$ cat config.mk
export PLATFORM = sky130hd
export DESIGN_NAME = smc_standby_ctrl_flat
export DESIGN_NICKNAME = d
export VERILOG_FILES = /design/src/design/smc_pkg.sv /design/src/design/smc_link_if.sv /design/src/design/smc_settle_counter.sv /design/src/design/smc_standby_ctrl.sv /design/src/flat_wrapper.sv
export SDC_FILE = /design/constraint.sdc
export NUM_CORES = 1
export LEC_CHECK = 0
export ABC_AREA = 0
export BUFFER_PORTS_ARGS = -buffer_cell sky130_fd_sc_hd__clkbuf_2
export CAP_MARGIN = 20
export CELL_PAD_IN_SITES_DETAIL_PLACEMENT = 2
export CELL_PAD_IN_SITES_GLOBAL_PLACEMENT = 2
export CORE_MARGIN = 2
export CORE_UTILIZATION = 30
export DETAILED_ROUTE_END_ITERATION = 12
export HOLD_SLACK_MARGIN = 0.08
export PLACE_DENSITY_LB_ADDON = 0.1
export SYNTH_ARGS = -nofsm -noshare
export SYNTH_HDL_FRONTEND = slang
export SYNTH_SLANG_ARGS = --single-unit
$ cat constraint.sdc
create_clock -name core_clk -period 3 [get_ports core_clk]
set_input_delay 0.6 -clock core_clk [delete_from_list [all_inputs] [get_ports core_clk]]
set_output_delay 0.6 -clock core_clk [all_outputs]
set_load 0.1 [all_outputs]
$ cat src/design/smc_pkg.sv
/*
 * Shared constants for the standby mode controller: settling-select
 * register address, reset value, field layout, settling counts and the
 * wake-up latency figures.
 * Assumes a single 100 MHz core clock standing in for the system clock.
 */
package smc_pkg;
	localparam logic [15:0] OSC_SETTLE_SELECT_ADDR = 16'hFFFA;
	localparam logic [7:0] OSC_SETTLE_RESET = 8'h04;
	localparam logic [7:0] OSC_SETTLE_WMASK = 8'h07;
	localparam logic [2:0] SEL_2P12 = 3'h0;
	localparam logic [2:0] SEL_2P15 = 3'h2;
	localparam logic [2:0] SEL_2P17 = 3'h4;
	localparam int CNT_W = 18;
	// settling counts in system clock periods
	localparam logic [CNT_W-1:0] SETTLE_2P12 = 18'h01000;
	localparam logic [CNT_W-1:0] SETTLE_2P15 = 18'h08000;
	localparam logic [CNT_W-1:0] SETTLE_2P17 = 18'h20000;
	// wake latency in clocks: vectored 9..10, plain resume 1..2
	localparam logic [3:0] WAKE_VECT = 4'h9;
	localparam logic [3:0] WAKE_PLAIN = 4'h1;
	// oscillator start-up delay, not part of the counted wait
	localparam logic [7:0] OSC_START_CYC = 8'h10;
	typedef enum logic [1:0] {SMC_CMD_NONE, SMC_CMD_HALT, SMC_CMD_STOP}
		smc_cmd_t;
	typedef enum logic [1:0] {SMC_RES_NEXT, SMC_RES_VECTOR, SMC_RES_RESET}
		smc_res_t;
endpackage : smc_pkg

$ cat src/design/smc_link_if.sv
/*
 * Link between the standby controller and the CPU / interrupt logic.
 * Assumes both ends share core_clk; no clocking block.
 */
`timescale 1ns/100ps
`default_nettype none
interface smc_link_if;
	logic cmd_valid;
	smc_pkg::smc_cmd_t cmd;
	logic mask_irq_pend;
	logic nmi_req;
	logic irq_accept_enable;
	logic reg_wr;
	logic reg_rd;
	logic [15:0] reg_addr;
	logic [7:0] reg_wdata;
	logic [7:0] reg_rdata;
	logic cpu_clk_en;
	logic osc_run;
	logic periph_clk_en;
	logic resume_valid;
	smc_pkg::smc_res_t resume_kind;
	modport ctrl (
		input cmd_valid, cmd, mask_irq_pend, nmi_req, irq_accept_enable,
		input reg_wr, reg_rd, reg_addr, reg_wdata,
		output reg_rdata, cpu_clk_en, osc_run, periph_clk_en,
		output resume_valid, resume_kind
	);
	modport core (
		output cmd_valid, cmd, mask_irq_pend, nmi_req, irq_accept_enable,
		output reg_wr, reg_rd, reg_addr, reg_wdata,
		input reg_rdata, cpu_clk_en, osc_run, periph_clk_en,
		input resume_valid, resume_kind
	);
endinterface : smc_link_if
`default_nettype wire

$ cat src/design/smc_settle_counter.sv
/*
 * Oscillation settling counter: loads a target, counts core_clk periods
 * while enabled, pulses done when the target is reached.
 * Assumes start is a one-cycle pulse given once the oscillator runs.
 */
`timescale 1ns/100ps
`default_nettype none
module smc_settle_counter (
	input wire logic core_clk,
	input wire logic rst,
	input wire logic start,
	input wire logic [smc_pkg::CNT_W-1:0] target,
	output logic busy,
	output logic done
);
	logic [smc_pkg::CNT_W-1:0] cnt;
	logic [smc_pkg::CNT_W-1:0] next_cnt;
	logic next_busy;
	logic next_done;

	always_comb
	begin
		next_cnt = cnt;
		next_busy = busy;
		next_done = 1'b0;
		if (start)
		begin
			next_cnt = target - 18'h00001;
			next_busy = 1'b1;
		end
		else if (busy)
		begin
			if (cnt == '0)
			begin
				next_busy = 1'b0;
				next_done = 1'b1;
			end
			else
				next_cnt = cnt - 18'h00001;
		end
	end

	always_ff @(posedge core_clk or posedge rst)
	begin
		if (rst)
		begin
			cnt <= '0;
			busy <= 1'b0;
			done <= 1'b0;
		end
		else
		begin
			cnt <= next_cnt;
			busy <= next_busy;
			done <= next_done;
		end
	end
endmodule : smc_settle_counter
`default_nettype wire

$ cat src/design/smc_standby_ctrl.sv
/*
 * Standby mode controller, device end: HALT and STOP states, clock gating,
 * settling-select register and wake-up sequencing.
 * Assumes the CPU end presents commands and wake requests on smc_link_if
 * synchronous to core_clk, and that its own state is frozen while
 * cpu_clk_en is low.
 */
`timescale 1ns/100ps
`default_nettype none
// Overview of operation
// - HALT gates CPU clock, oscillator keeps running
// - STOP halts oscillator and whole system
// - standby preserves all state and latches
// - interrupt-released STOP waits selected settling time
// - reset loads settling select with 04H
// - wait after reset is always 2^12
// - codes 000/010/100 give 2^12/2^15/2^17
// - software writes select with 8-bit access
// - settling count starts at oscillation start
// - peripherals keep running during HALT
// - nvm write completes in HALT, unmask wake
// - unmasked maskable request releases HALT
// - HALT wake latency 9-10 or 1-2
// - non-maskable request releases HALT, vectored
// - software stops peripherals before STOP
// - reset during HALT restarts at vector
// - STOP wake then vector or next
// - pending request at STOP drops to HALT
// - reset-released STOP runs reset after wait
module smc_standby_ctrl (
	input wire logic core_clk,
	input wire logic rst,
	smc_link_if.ctrl link,
	output logic in_halt,
	output logic in_stop,
	output logic [2:0] settle_code
);
	typedef enum {
		SMC_RUN, SMC_HALT, SMC_STOP, SMC_OSC_START, SMC_SETTLE, SMC_WAKE
	} smc_state_t;

	// ****************************************************
	// settling-select register
	// ****************************************************
	logic [7:0] osc_settle_select;
	logic [7:0] next_sel;
	logic [7:0] rdata;
	logic [7:0] next_rdata;
	logic sel_hit;

	assign sel_hit = link.reg_addr == smc_pkg::OSC_SETTLE_SELECT_ADDR;

	always_comb
	begin
		next_sel = osc_settle_select;
		next_rdata = rdata;
		if (link.reg_wr && sel_hit)
			next_sel = link.reg_wdata & smc_pkg::OSC_SETTLE_WMASK;
		if (link.reg_rd)
			next_rdata = sel_hit ? osc_settle_select : 8'h00;
	end

	always_ff @(posedge core_clk or posedge rst)
	begin
		if (rst)
		begin
			osc_settle_select <= smc_pkg::OSC_SETTLE_RESET;
			rdata <= 8'h00;
		end
		else
		begin
			osc_settle_select <= next_sel;
			rdata <= next_rdata;
		end
	end

	assign link.reg_rdata = rdata;
	assign settle_code = osc_settle_select[2:0];

	// ****************************************************
	// standby sequencer
	// ****************************************************
	smc_state_t state;
	smc_state_t next_state;
	logic from_reset;
	logic next_from_reset;
	logic vect;
	logic next_vect;
	logic [7:0] osc_cnt;
	logic [7:0] next_osc_cnt;
	logic [3:0] wake_cnt;
	logic [3:0] next_wake_cnt;
	logic [smc_pkg::CNT_W-1:0] target;
	logic settle_start;
	logic settle_busy;
	logic settle_done;
	logic resume_valid;
	logic next_resume_valid;
	smc_pkg::smc_res_t resume_kind;
	smc_pkg::smc_res_t next_resume_kind;
	logic wake_req;

	// masked requests never reach mask_irq_pend, so they keep standby
	assign wake_req = link.mask_irq_pend || link.nmi_req;

	always_comb
	begin
		if (from_reset)
			target = smc_pkg::SETTLE_2P12;
		else
		begin
			case (osc_settle_select[2:0])
				smc_pkg::SEL_2P15: target = smc_pkg::SETTLE_2P15;
				smc_pkg::SEL_2P17: target = smc_pkg::SETTLE_2P17;
				default: target = smc_pkg::SETTLE_2P12;
			endcase
		end
	end

	smc_settle_counter u_settle (
		.core_clk(core_clk),
		.rst(rst),
		.start(settle_start),
		.target(target),
		.busy(settle_busy),
		.done(settle_done)
	);

	always_comb
	begin
		next_state = state;
		next_from_reset = from_reset;
		next_vect = vect;
		next_osc_cnt = osc_cnt;
		next_wake_cnt = wake_cnt;
		next_resume_valid = 1'b0;
		next_resume_kind = resume_kind;
		settle_start = 1'b0;
		case (state)
			SMC_RUN:
			begin
				if (link.cmd_valid && link.cmd == smc_pkg::SMC_CMD_HALT)
					next_state = SMC_HALT;
				else if (link.cmd_valid && link.cmd == smc_pkg::SMC_CMD_STOP)
				begin
					next_from_reset = 1'b0;
					next_vect = link.nmi_req || link.irq_accept_enable;
					// a pending request turns STOP into HALT plus settling
					if (wake_req)
					begin
						next_state = SMC_SETTLE;
						settle_start = 1'b1;
					end
					else
						next_state = SMC_STOP;
				end
			end
			SMC_HALT:
			begin
				if (wake_req)
				begin
					next_vect = link.nmi_req || link.irq_accept_enable;
					next_wake_cnt = (link.nmi_req || link.irq_accept_enable) ?
						smc_pkg::WAKE_VECT : smc_pkg::WAKE_PLAIN;
					next_state = SMC_WAKE;
				end
			end
			SMC_STOP:
			begin
				if (wake_req)
				begin
					next_vect = link.nmi_req || link.irq_accept_enable;
					next_osc_cnt = smc_pkg::OSC_START_CYC;
					next_state = SMC_OSC_START;
				end
			end
			SMC_OSC_START:
			begin
				if (osc_cnt == 8'h00)
				begin
					settle_start = 1'b1;
					next_state = SMC_SETTLE;
				end
				else
					next_osc_cnt = osc_cnt - 8'h01;
			end
			SMC_SETTLE:
			begin
				if (settle_done)
				begin
					next_wake_cnt = smc_pkg::WAKE_PLAIN;
					next_state = SMC_WAKE;
				end
			end
			SMC_WAKE:
			begin
				if (wake_cnt <= 4'h1)
				begin
					next_resume_valid = 1'b1;
					if (from_reset)
						next_resume_kind = smc_pkg::SMC_RES_RESET;
					else if (vect)
						next_resume_kind = smc_pkg::SMC_RES_VECTOR;
					else
						next_resume_kind = smc_pkg::SMC_RES_NEXT;
					next_from_reset = 1'b0;
					next_state = SMC_RUN;
				end
				else
					next_wake_cnt = wake_cnt - 4'h1;
			end
			default: next_state = SMC_RUN;
		endcase
	end

	// reset starts from the oscillator-start phase with the fixed wait
	always_ff @(posedge core_clk or posedge rst)
	begin
		if (rst)
		begin
			state <= SMC_OSC_START;
			from_reset <= 1'b1;
			vect <= 1'b0;
			osc_cnt <= smc_pkg::OSC_START_CYC;
			wake_cnt <= 4'h0;
			resume_valid <= 1'b0;
			resume_kind <= smc_pkg::SMC_RES_NEXT;
		end
		else
		begin
			state <= next_state;
			from_reset <= next_from_reset;
			vect <= next_vect;
			osc_cnt <= next_osc_cnt;
			wake_cnt <= next_wake_cnt;
			resume_valid <= next_resume_valid;
			resume_kind <= next_resume_kind;
		end
	end

	// ****************************************************
	// clock gating outputs
	// ****************************************************
	// gating only freezes clocks, so CPU state and latches hold
	assign link.cpu_clk_en = state == SMC_RUN;
	assign link.osc_run = state != SMC_STOP && state != SMC_OSC_START;
	// peripherals and nvm writes keep their clock in HALT
	assign link.periph_clk_en = link.osc_run;
	assign link.resume_valid = resume_valid;
	assign link.resume_kind = resume_kind;
	assign in_halt = state == SMC_HALT || state == SMC_SETTLE;
	assign in_stop = state == SMC_STOP || state == SMC_OSC_START;
endmodule : smc_standby_ctrl
`default_nettype wire

$ cat src/flat_wrapper.sv
// flat-port wrapper written by rule: the top's interface ports become plain ports
module smc_standby_ctrl_flat 
  (core_clk, rst, in_halt, in_stop, settle_code, link_cmd_valid, link_cmd, link_mask_irq_pend, link_nmi_req, link_irq_accept_enable, link_reg_wr, link_reg_rd, link_reg_addr, link_reg_wdata, link_reg_rdata, link_cpu_clk_en, link_osc_run, link_periph_clk_en, link_resume_valid, link_resume_kind);
  smc_link_if link_i ();
  input wire logic core_clk;
  input wire logic rst;
  output logic in_halt;
  output logic in_stop;
  output logic [2:0] settle_code;
  input wire logic [$bits(link_i.cmd_valid)-1:0] link_cmd_valid;
  input wire logic [$bits(link_i.cmd)-1:0] link_cmd;
  input wire logic [$bits(link_i.mask_irq_pend)-1:0] link_mask_irq_pend;
  input wire logic [$bits(link_i.nmi_req)-1:0] link_nmi_req;
  input wire logic [$bits(link_i.irq_accept_enable)-1:0] link_irq_accept_enable;
  input wire logic [$bits(link_i.reg_wr)-1:0] link_reg_wr;
  input wire logic [$bits(link_i.reg_rd)-1:0] link_reg_rd;
  input wire logic [$bits(link_i.reg_addr)-1:0] link_reg_addr;
  input wire logic [$bits(link_i.reg_wdata)-1:0] link_reg_wdata;
  output wire logic [$bits(link_i.reg_rdata)-1:0] link_reg_rdata;
  output wire logic [$bits(link_i.cpu_clk_en)-1:0] link_cpu_clk_en;
  output wire logic [$bits(link_i.osc_run)-1:0] link_osc_run;
  output wire logic [$bits(link_i.periph_clk_en)-1:0] link_periph_clk_en;
  output wire logic [$bits(link_i.resume_valid)-1:0] link_resume_valid;
  output wire logic [$bits(link_i.resume_kind)-1:0] link_resume_kind;
  assign link_i.cmd_valid = link_cmd_valid;
  assign link_i.cmd = link_cmd;
  assign link_i.mask_irq_pend = link_mask_irq_pend;
  assign link_i.nmi_req = link_nmi_req;
  assign link_i.irq_accept_enable = link_irq_accept_enable;
  assign link_i.reg_wr = link_reg_wr;
  assign link_i.reg_rd = link_reg_rd;
  assign link_i.reg_addr = link_reg_addr;
  assign link_i.reg_wdata = link_reg_wdata;
  assign link_reg_rdata = link_i.reg_rdata;
  assign link_cpu_clk_en = link_i.cpu_clk_en;
  assign link_osc_run = link_i.osc_run;
  assign link_periph_clk_en = link_i.periph_clk_en;
  assign link_resume_valid = link_i.resume_valid;
  assign link_resume_kind = link_i.resume_kind;
  smc_standby_ctrl u_core (.core_clk(core_clk), .rst(rst), .link(link_i), .in_halt(in_halt), .in_stop(in_stop), .settle_code(settle_code));
endmodule
Word-level counts from Yosys, hierarchy flattened
Index checks and enable logic that the tools add are counted.
Widths: inputs -> output; s select.
Operators by class
  muxes and demuxes: 46
  magnitude comparators: 1
  equal/unequal tests: 28
  reduce and logical (&&, ||, !) cells: 25
  $add $sub $neg: 4
Operators with widths (number)
  $mux 32: 7
  $pmux 32 s6: 1
  $eq 32x3->1 const B: 4
  $eq 32x2->1 const B: 3
  $mux 18: 4
  $logic_not 32->1: 2
  $ne 32x3->1 const B: 2
  $pmux 18 s2: 1
  $sub 18x1->18 const B: 2
  $eq 32x1->1 const B: 1
  $eq 32x4->1 const B: 1
  $mux 1: 19
  $logic_not 18->1: 1
  $eq 16x16->1 const B: 1
  $mux 4: 4
  $mux 8: 2
  $pmux 8 s2: 1
  $ne 2x1->1 const B: 7
  $pmux 4 s3: 1
  $reduce_and 4->1: 3
  $logic_not 8->1: 1
  $ne 2x2->1 const B: 4
  $reduce_bool 2->1: 4
  $sub 8x1->8 const B: 1
  other kinds (17): 27
Storage, ports and cells
  flip-flop bits (word level): 80
  logic and storage cells: 116
  output and inout bits: 19
  input port bits: 34

Depth between registers and ports, before layout
  word-level depth: 7
  mapped depth: 14

Hierarchy
A second synthesis with hierarchy kept.
Second synthesis, totals
  cell total of the unflattened synthesis: 389
  area total of the unflattened synthesis: 3363.2 um2
By module, submodules not included
  smc_settle_counter: cells an instance 214, area each 1741.7 um2, times used 1, seq. area each 500.5 um2
  smc_standby_ctrl: cells an instance 175, area each 1621.6 um2, times used 1, seq. area each 656.9 um2

Worst setup path after synthesis
OpenSTA, ideal clock, no wires.
  path type: register to register
  start point: reg u_core.state[1]
  end point: reg u_core.u_settle.cnt[14] in the netlist's numbering
  cell stages (with the launch flop): 13
  period minus slack after synthesis: 4229 ps
  required time: 2880 ps
  arrival: 4109 ps
  path slack: -1229 ps
  setup time: 120 ps
  cells stage by stage: dfstp_2 nor2b_1 nand2_1 o21a_1 clkbuf_1 clkbuf_1 nand2_1 ha_1 inv_1 or4_4 nor4_1 xnor2_1 o21ai_2
On the way
  cells in the longest elaborated chain, start to end: 4
  elaborated cells on any way between the ends: 7
  those cells by class: 2 x eq/ne; 2 x mux; 3 x reduce/logical
Ends and longest elaborated chain
  start, declared: line smc_standby_ctrl.sv:83  | smc_state_t state;
  start signal, assigned: line smc_standby_ctrl.sv:231  | state <= next_state;
  $eq 32x2->1 or $logic_not 32->1 (tied branches): line smc_standby_ctrl.sv:139  | case (state)
  $pmux 1 s2 *: line smc_standby_ctrl.sv:139
  $ne 2x1->1 (no source line) or $reduce_bool 2->1 (tied branches)
  $reduce_and 2->1 (no source line)
  end signal, assigned: line smc_settle_counter.sv:53  | cnt <= next_cnt;
  end, declared: line smc_settle_counter.sv:16  | logic [smc_pkg::CNT_W-1:0] cnt;
Mark *: on every way between the ends. The rest lies on a longest branch, timed or not.
A chain may end at the register's enable or synchronous reset.

Worst setup path in the final report
  start point: reg u_core.osc_cnt[0]
  end point: reg u_core.u_settle.cnt[14] in the netlist's numbering
On the way
  cells in the longest elaborated chain, start to end: 5
  elaborated cells on any way between the ends: 7
  those cells by class: 1 x eq/ne; 3 x mux; 3 x reduce/logical
Ends and longest elaborated chain
  start, declared: line smc_standby_ctrl.sv:89  | logic [7:0] osc_cnt;
  start signal, assigned: line smc_standby_ctrl.sv:224  | osc_cnt <= smc_pkg::OSC_START_CYC;
  start signal, assigned: line smc_standby_ctrl.sv:234  | osc_cnt <= next_osc_cnt;
  $logic_not 8->1 *: line smc_standby_ctrl.sv:179  | if (osc_cnt == 8'h00)
  $mux 1 *: line smc_standby_ctrl.sv:179
  $pmux 1 s2 *: line smc_standby_ctrl.sv:139
  $ne 2x1->1 (no source line) or $reduce_bool 2->1 (tied branches)
  $reduce_and 2->1 (no source line)
Marks and branches as above.

==> metrics.cfg <==
[logic_synthesis]
synth_cell_type_count=59
synth_area_leaders=dfrtp_1, dfstp_2, nand2_1, o21ai_0, nor2_1
netlist.area_leader.share_pct=38.6
synth-edff-count=0
yosys.area.top_type=dfrtp_1
synth_area_mm2=0.00266
synth-async-reset-ratio_pct=100
seq_area_frac_synth_pct=43.5
synth_warnings=0
synth_seq_cells=46
synth_ff_type=dfrtp_1
avgSynthCellArea_um2=9.14
synth_cells=291

[sta]
fmax_mhz=364
slew_violations=0
setup_viol=0
slew_headroom_pct=54.3
fin_crit_ns=2.75
hold_viol_final=0
fin_crit_sh_pct=91.5
skew_ns=0.00940
holdWs_ns=0.416
fin_ws_ns=0.254
final.setup.tns_ns=0
rsz0062_at_grt=false
worst_pin_slew_ns=0.679

[setup_path]
cp.buffers_inverters=2
required_ns=3.20
cp_slowest_stage_delay_ns=0.51
critPathTopFamily=simple AND/OR/NAND/NOR gates
path_max_fanout=7
slowest_stage=or4_4
crit_path_end_kind=register
crit_path_start_kind=register
path_class=register to register
crit_chain=inv_1, ha_1, nor3b_2, nand2_1, o21a_1, nand2_2, ha_4, inv_2, or4_4, nor4_1, xnor2_1, o21ai_2
cp.arrival_ns=2.95

[finish]
drive_gt1_share_pct=28.3
fin_util_pct=36.5
nets=380
area_growth_pct=19.1
final_cells=451
diodes=0
nFillCells=1010
finalInstanceArea_mm2=0.00317

[placed_design]
dp_slack_ns=0.121
dp_cells=443
io_buffers=42
gp_congestion=0.814
place_hpwl_mm=5.36
placed_area_mm2=0.00307

[cts]
cts_tree=built
clockRootBuffer=clkbuf_8
clk_path_buf_depth=2
htreeDepth=2
clkTransAtPathRegs_ns=0.10
post_cts_buffers=0
cts_buffers=5
clk_latency_ns=0.31
clock_sinks=46

[global_route]
grt_start_max_net_pins=47
grt_usage_pct=15.8
antenna_found_initial=0
gr-total-overflow=0
grt_pass1_wl_mm=12.6
first_global_vias=2517

[floorplan]
start_util_pct=30.6
die_w_um=98.1
die_h_um=98.1
ios=53
die_area_mm2=0.00963
fp.coreArea_mm2=0.00868
rows=34

[detailed_routing]
wire_per_inst_um=15.7
drt-total-wl_mm=7.10
drtIter0Drc=51
vias=2346
vias_per_cell=5.20
drc=0
drtAntennaViolNets=0
firstDrtPassIters=4

[power_and_ir_drop]
cellLeakagePower_nw=1.36
power.density_mw_per_mm2=822
ir_drop_mv=0.349
power_mw=2.60

[worst_hold_path]
holdCritPathClass=primary input to asynchronous set/reset pin

[run_status]
status=finished, final reports clean

[run]
maxCapViolCount=0

==> where the power goes <==
part | switching [mW] | internal, mW | leakage [nW] | total (mW)
Clock | 0.233 | 0.164 | 0.0441 | 0.397
Sequential | 0.212 | 0.795 | 0.560 | 1.01
Combinational | 0.783 | 0.416 | 0.759 | 1.20
Total | 1.23 | 1.38 | 1.36 | 2.60
==> cells by family (layout without fill, tap and decap cells) <==
group	count (synthesis)	in the layout	synth area share, %
and+or+nand+nor	125	125	25.9
xor gates and xnor gates	15	15	4.94
adders and majority gates	4	4	1.88
other	1	5	0.141
muxes	6	6	2.45
buffers and inverters	31	79	5.51
DFF	46	46	43.5
AOI/OAI and AO/OA	63	63	15.6
==> synthesized netlist by cell type (2+ instances only) <==
library cell / n
dfrtp_1: 41
or2_2: 2
nand2b_1: 3
nand3b_1: 3
xor2_1: 5
nor3b_1: 2
o21a_1: 3
nand4_1: 4
a31oi_1: 4
o21bai_1: 2
nor2b_1: 4
nand3_1: 13
nand2_1: 27
o22ai_1: 3
o21ai_0: 19
ha_1: 4
xnor2_1: 10
buf_4: 7
nor3_1: 14
buf_1: 2
nor4_2: 2
a21oi_1: 11
a221oi_1: 2
nor2_1: 25
or4_4: 3
mux2i_1: 2
nor4b_1: 2
a21boi_0: 2
o21ai_2: 2
inv_1: 18
dfstp_2: 5
or3_2: 3
nor4_1: 10
clkbuf_1: 3
mux2_2: 4
a21o_1: 2
==> final timing paths <==
check,to,cells after the start,from,slack (ns)
max,u_core.u_settle.cnt[14],12,u_core.osc_cnt[0],0.25
min,u_core.link.resume_valid,3,rst,0.42
max reg2reg,u_core.u_settle.cnt[14],12,u_core.osc_cnt[0],0.25
min reg2reg,u_core.from_reset,1,u_core.from_reset,0.51
max in group asynchronous,u_core.u_settle.cnt[2],3,rst,2.17
min in group core_clk,u_core.from_reset,1,u_core.from_reset,0.51
==> registers in the layout (all words and copies together), names as in the netlist <==
name / count
u_core.osc_settle_select: 3
u_core.vect: 1
u_core.wake_cnt: 4
u_core.from_reset: 1
u_core.u_settle.busy: 1
u_core.state: 3
u_core.osc_cnt: 8
u_core.link.resume_kind: 2
u_core.link.reg_rdata: 3
u_core.u_settle.cnt: 18
u_core.u_settle.done: 1
u_core.link.resume_valid: 1
==> layer usage <==
layer / track usage [%] / vias to the layer above / routed length [um]
met5: 0 / - / 0
met4: 2.74 / 0 / 65
met3: 3.15 / 7 / 180
met2: 27.0 / 23 / 3550
met1: 21.2 / 1182 / 3310
li1: - / 1134 / -
==> layout by cell type, fill, tap and decap left out, types with 3 or more instances in the layout <==
master,instances
xor2_1,5
nand4_1,4
nor2_1,25
nand3b_1,3
conb_1,5
nand2_1,24
nand2_2,4
nand2b_1,3
nand3_1,13
nor3_1,13
o22ai_1,3
a31oi_1,4
dfrtp_1,41
nor4_1,9
buf_4,11
or4_4,3
a21oi_1,11
xnor2_1,10
dfstp_2,5
clkbuf_2,42
inv_1,16
mux2_2,4
or3_2,3
nor2b_1,3
o21a_1,3
clkbuf_8,5
o21ai_0,19
ha_1,3
==> what timing repair did <==
item | CTS | global route
hold buffers | 0 | 0
endpoints found under the setup margin | 0 | 2
resized for setup | 0 | 1
hold endpoints to repair | 0 | 0
==> worst reg2reg max path: cells and delay by family, from the launching register on <==
| family | cells | cell delay, ns |
|---|---|---|
| buffers and inverters | 2 | 0.14 |
| xor gates and xnor gates | 1 | 0.18 |
| DFF | 1 | 0.43 |
| AOI/OAI and AO/OA | 2 | 0.32 |
| adders and majority gates | 2 | 0.32 |
| and+or+nand+nor | 5 | 1.24 |
==> cell type report <==
cell class / instances / area [um2] / area share [%]
multi-input cells: 218 / 1420 / 44.9
clock buffers: 5 / 68.8 / 2.17
flip-flops and latches: 46 / 1160 / 36.6
clock inverters: 3 / 21.3 / 0.672
well taps: 108 / 135 / 4.27
repair buffers: 53 / 293 / 9.25
inverters: 18 / 67.6 / 2.13
Note: power is estimated with default switching activity, not from simulation.
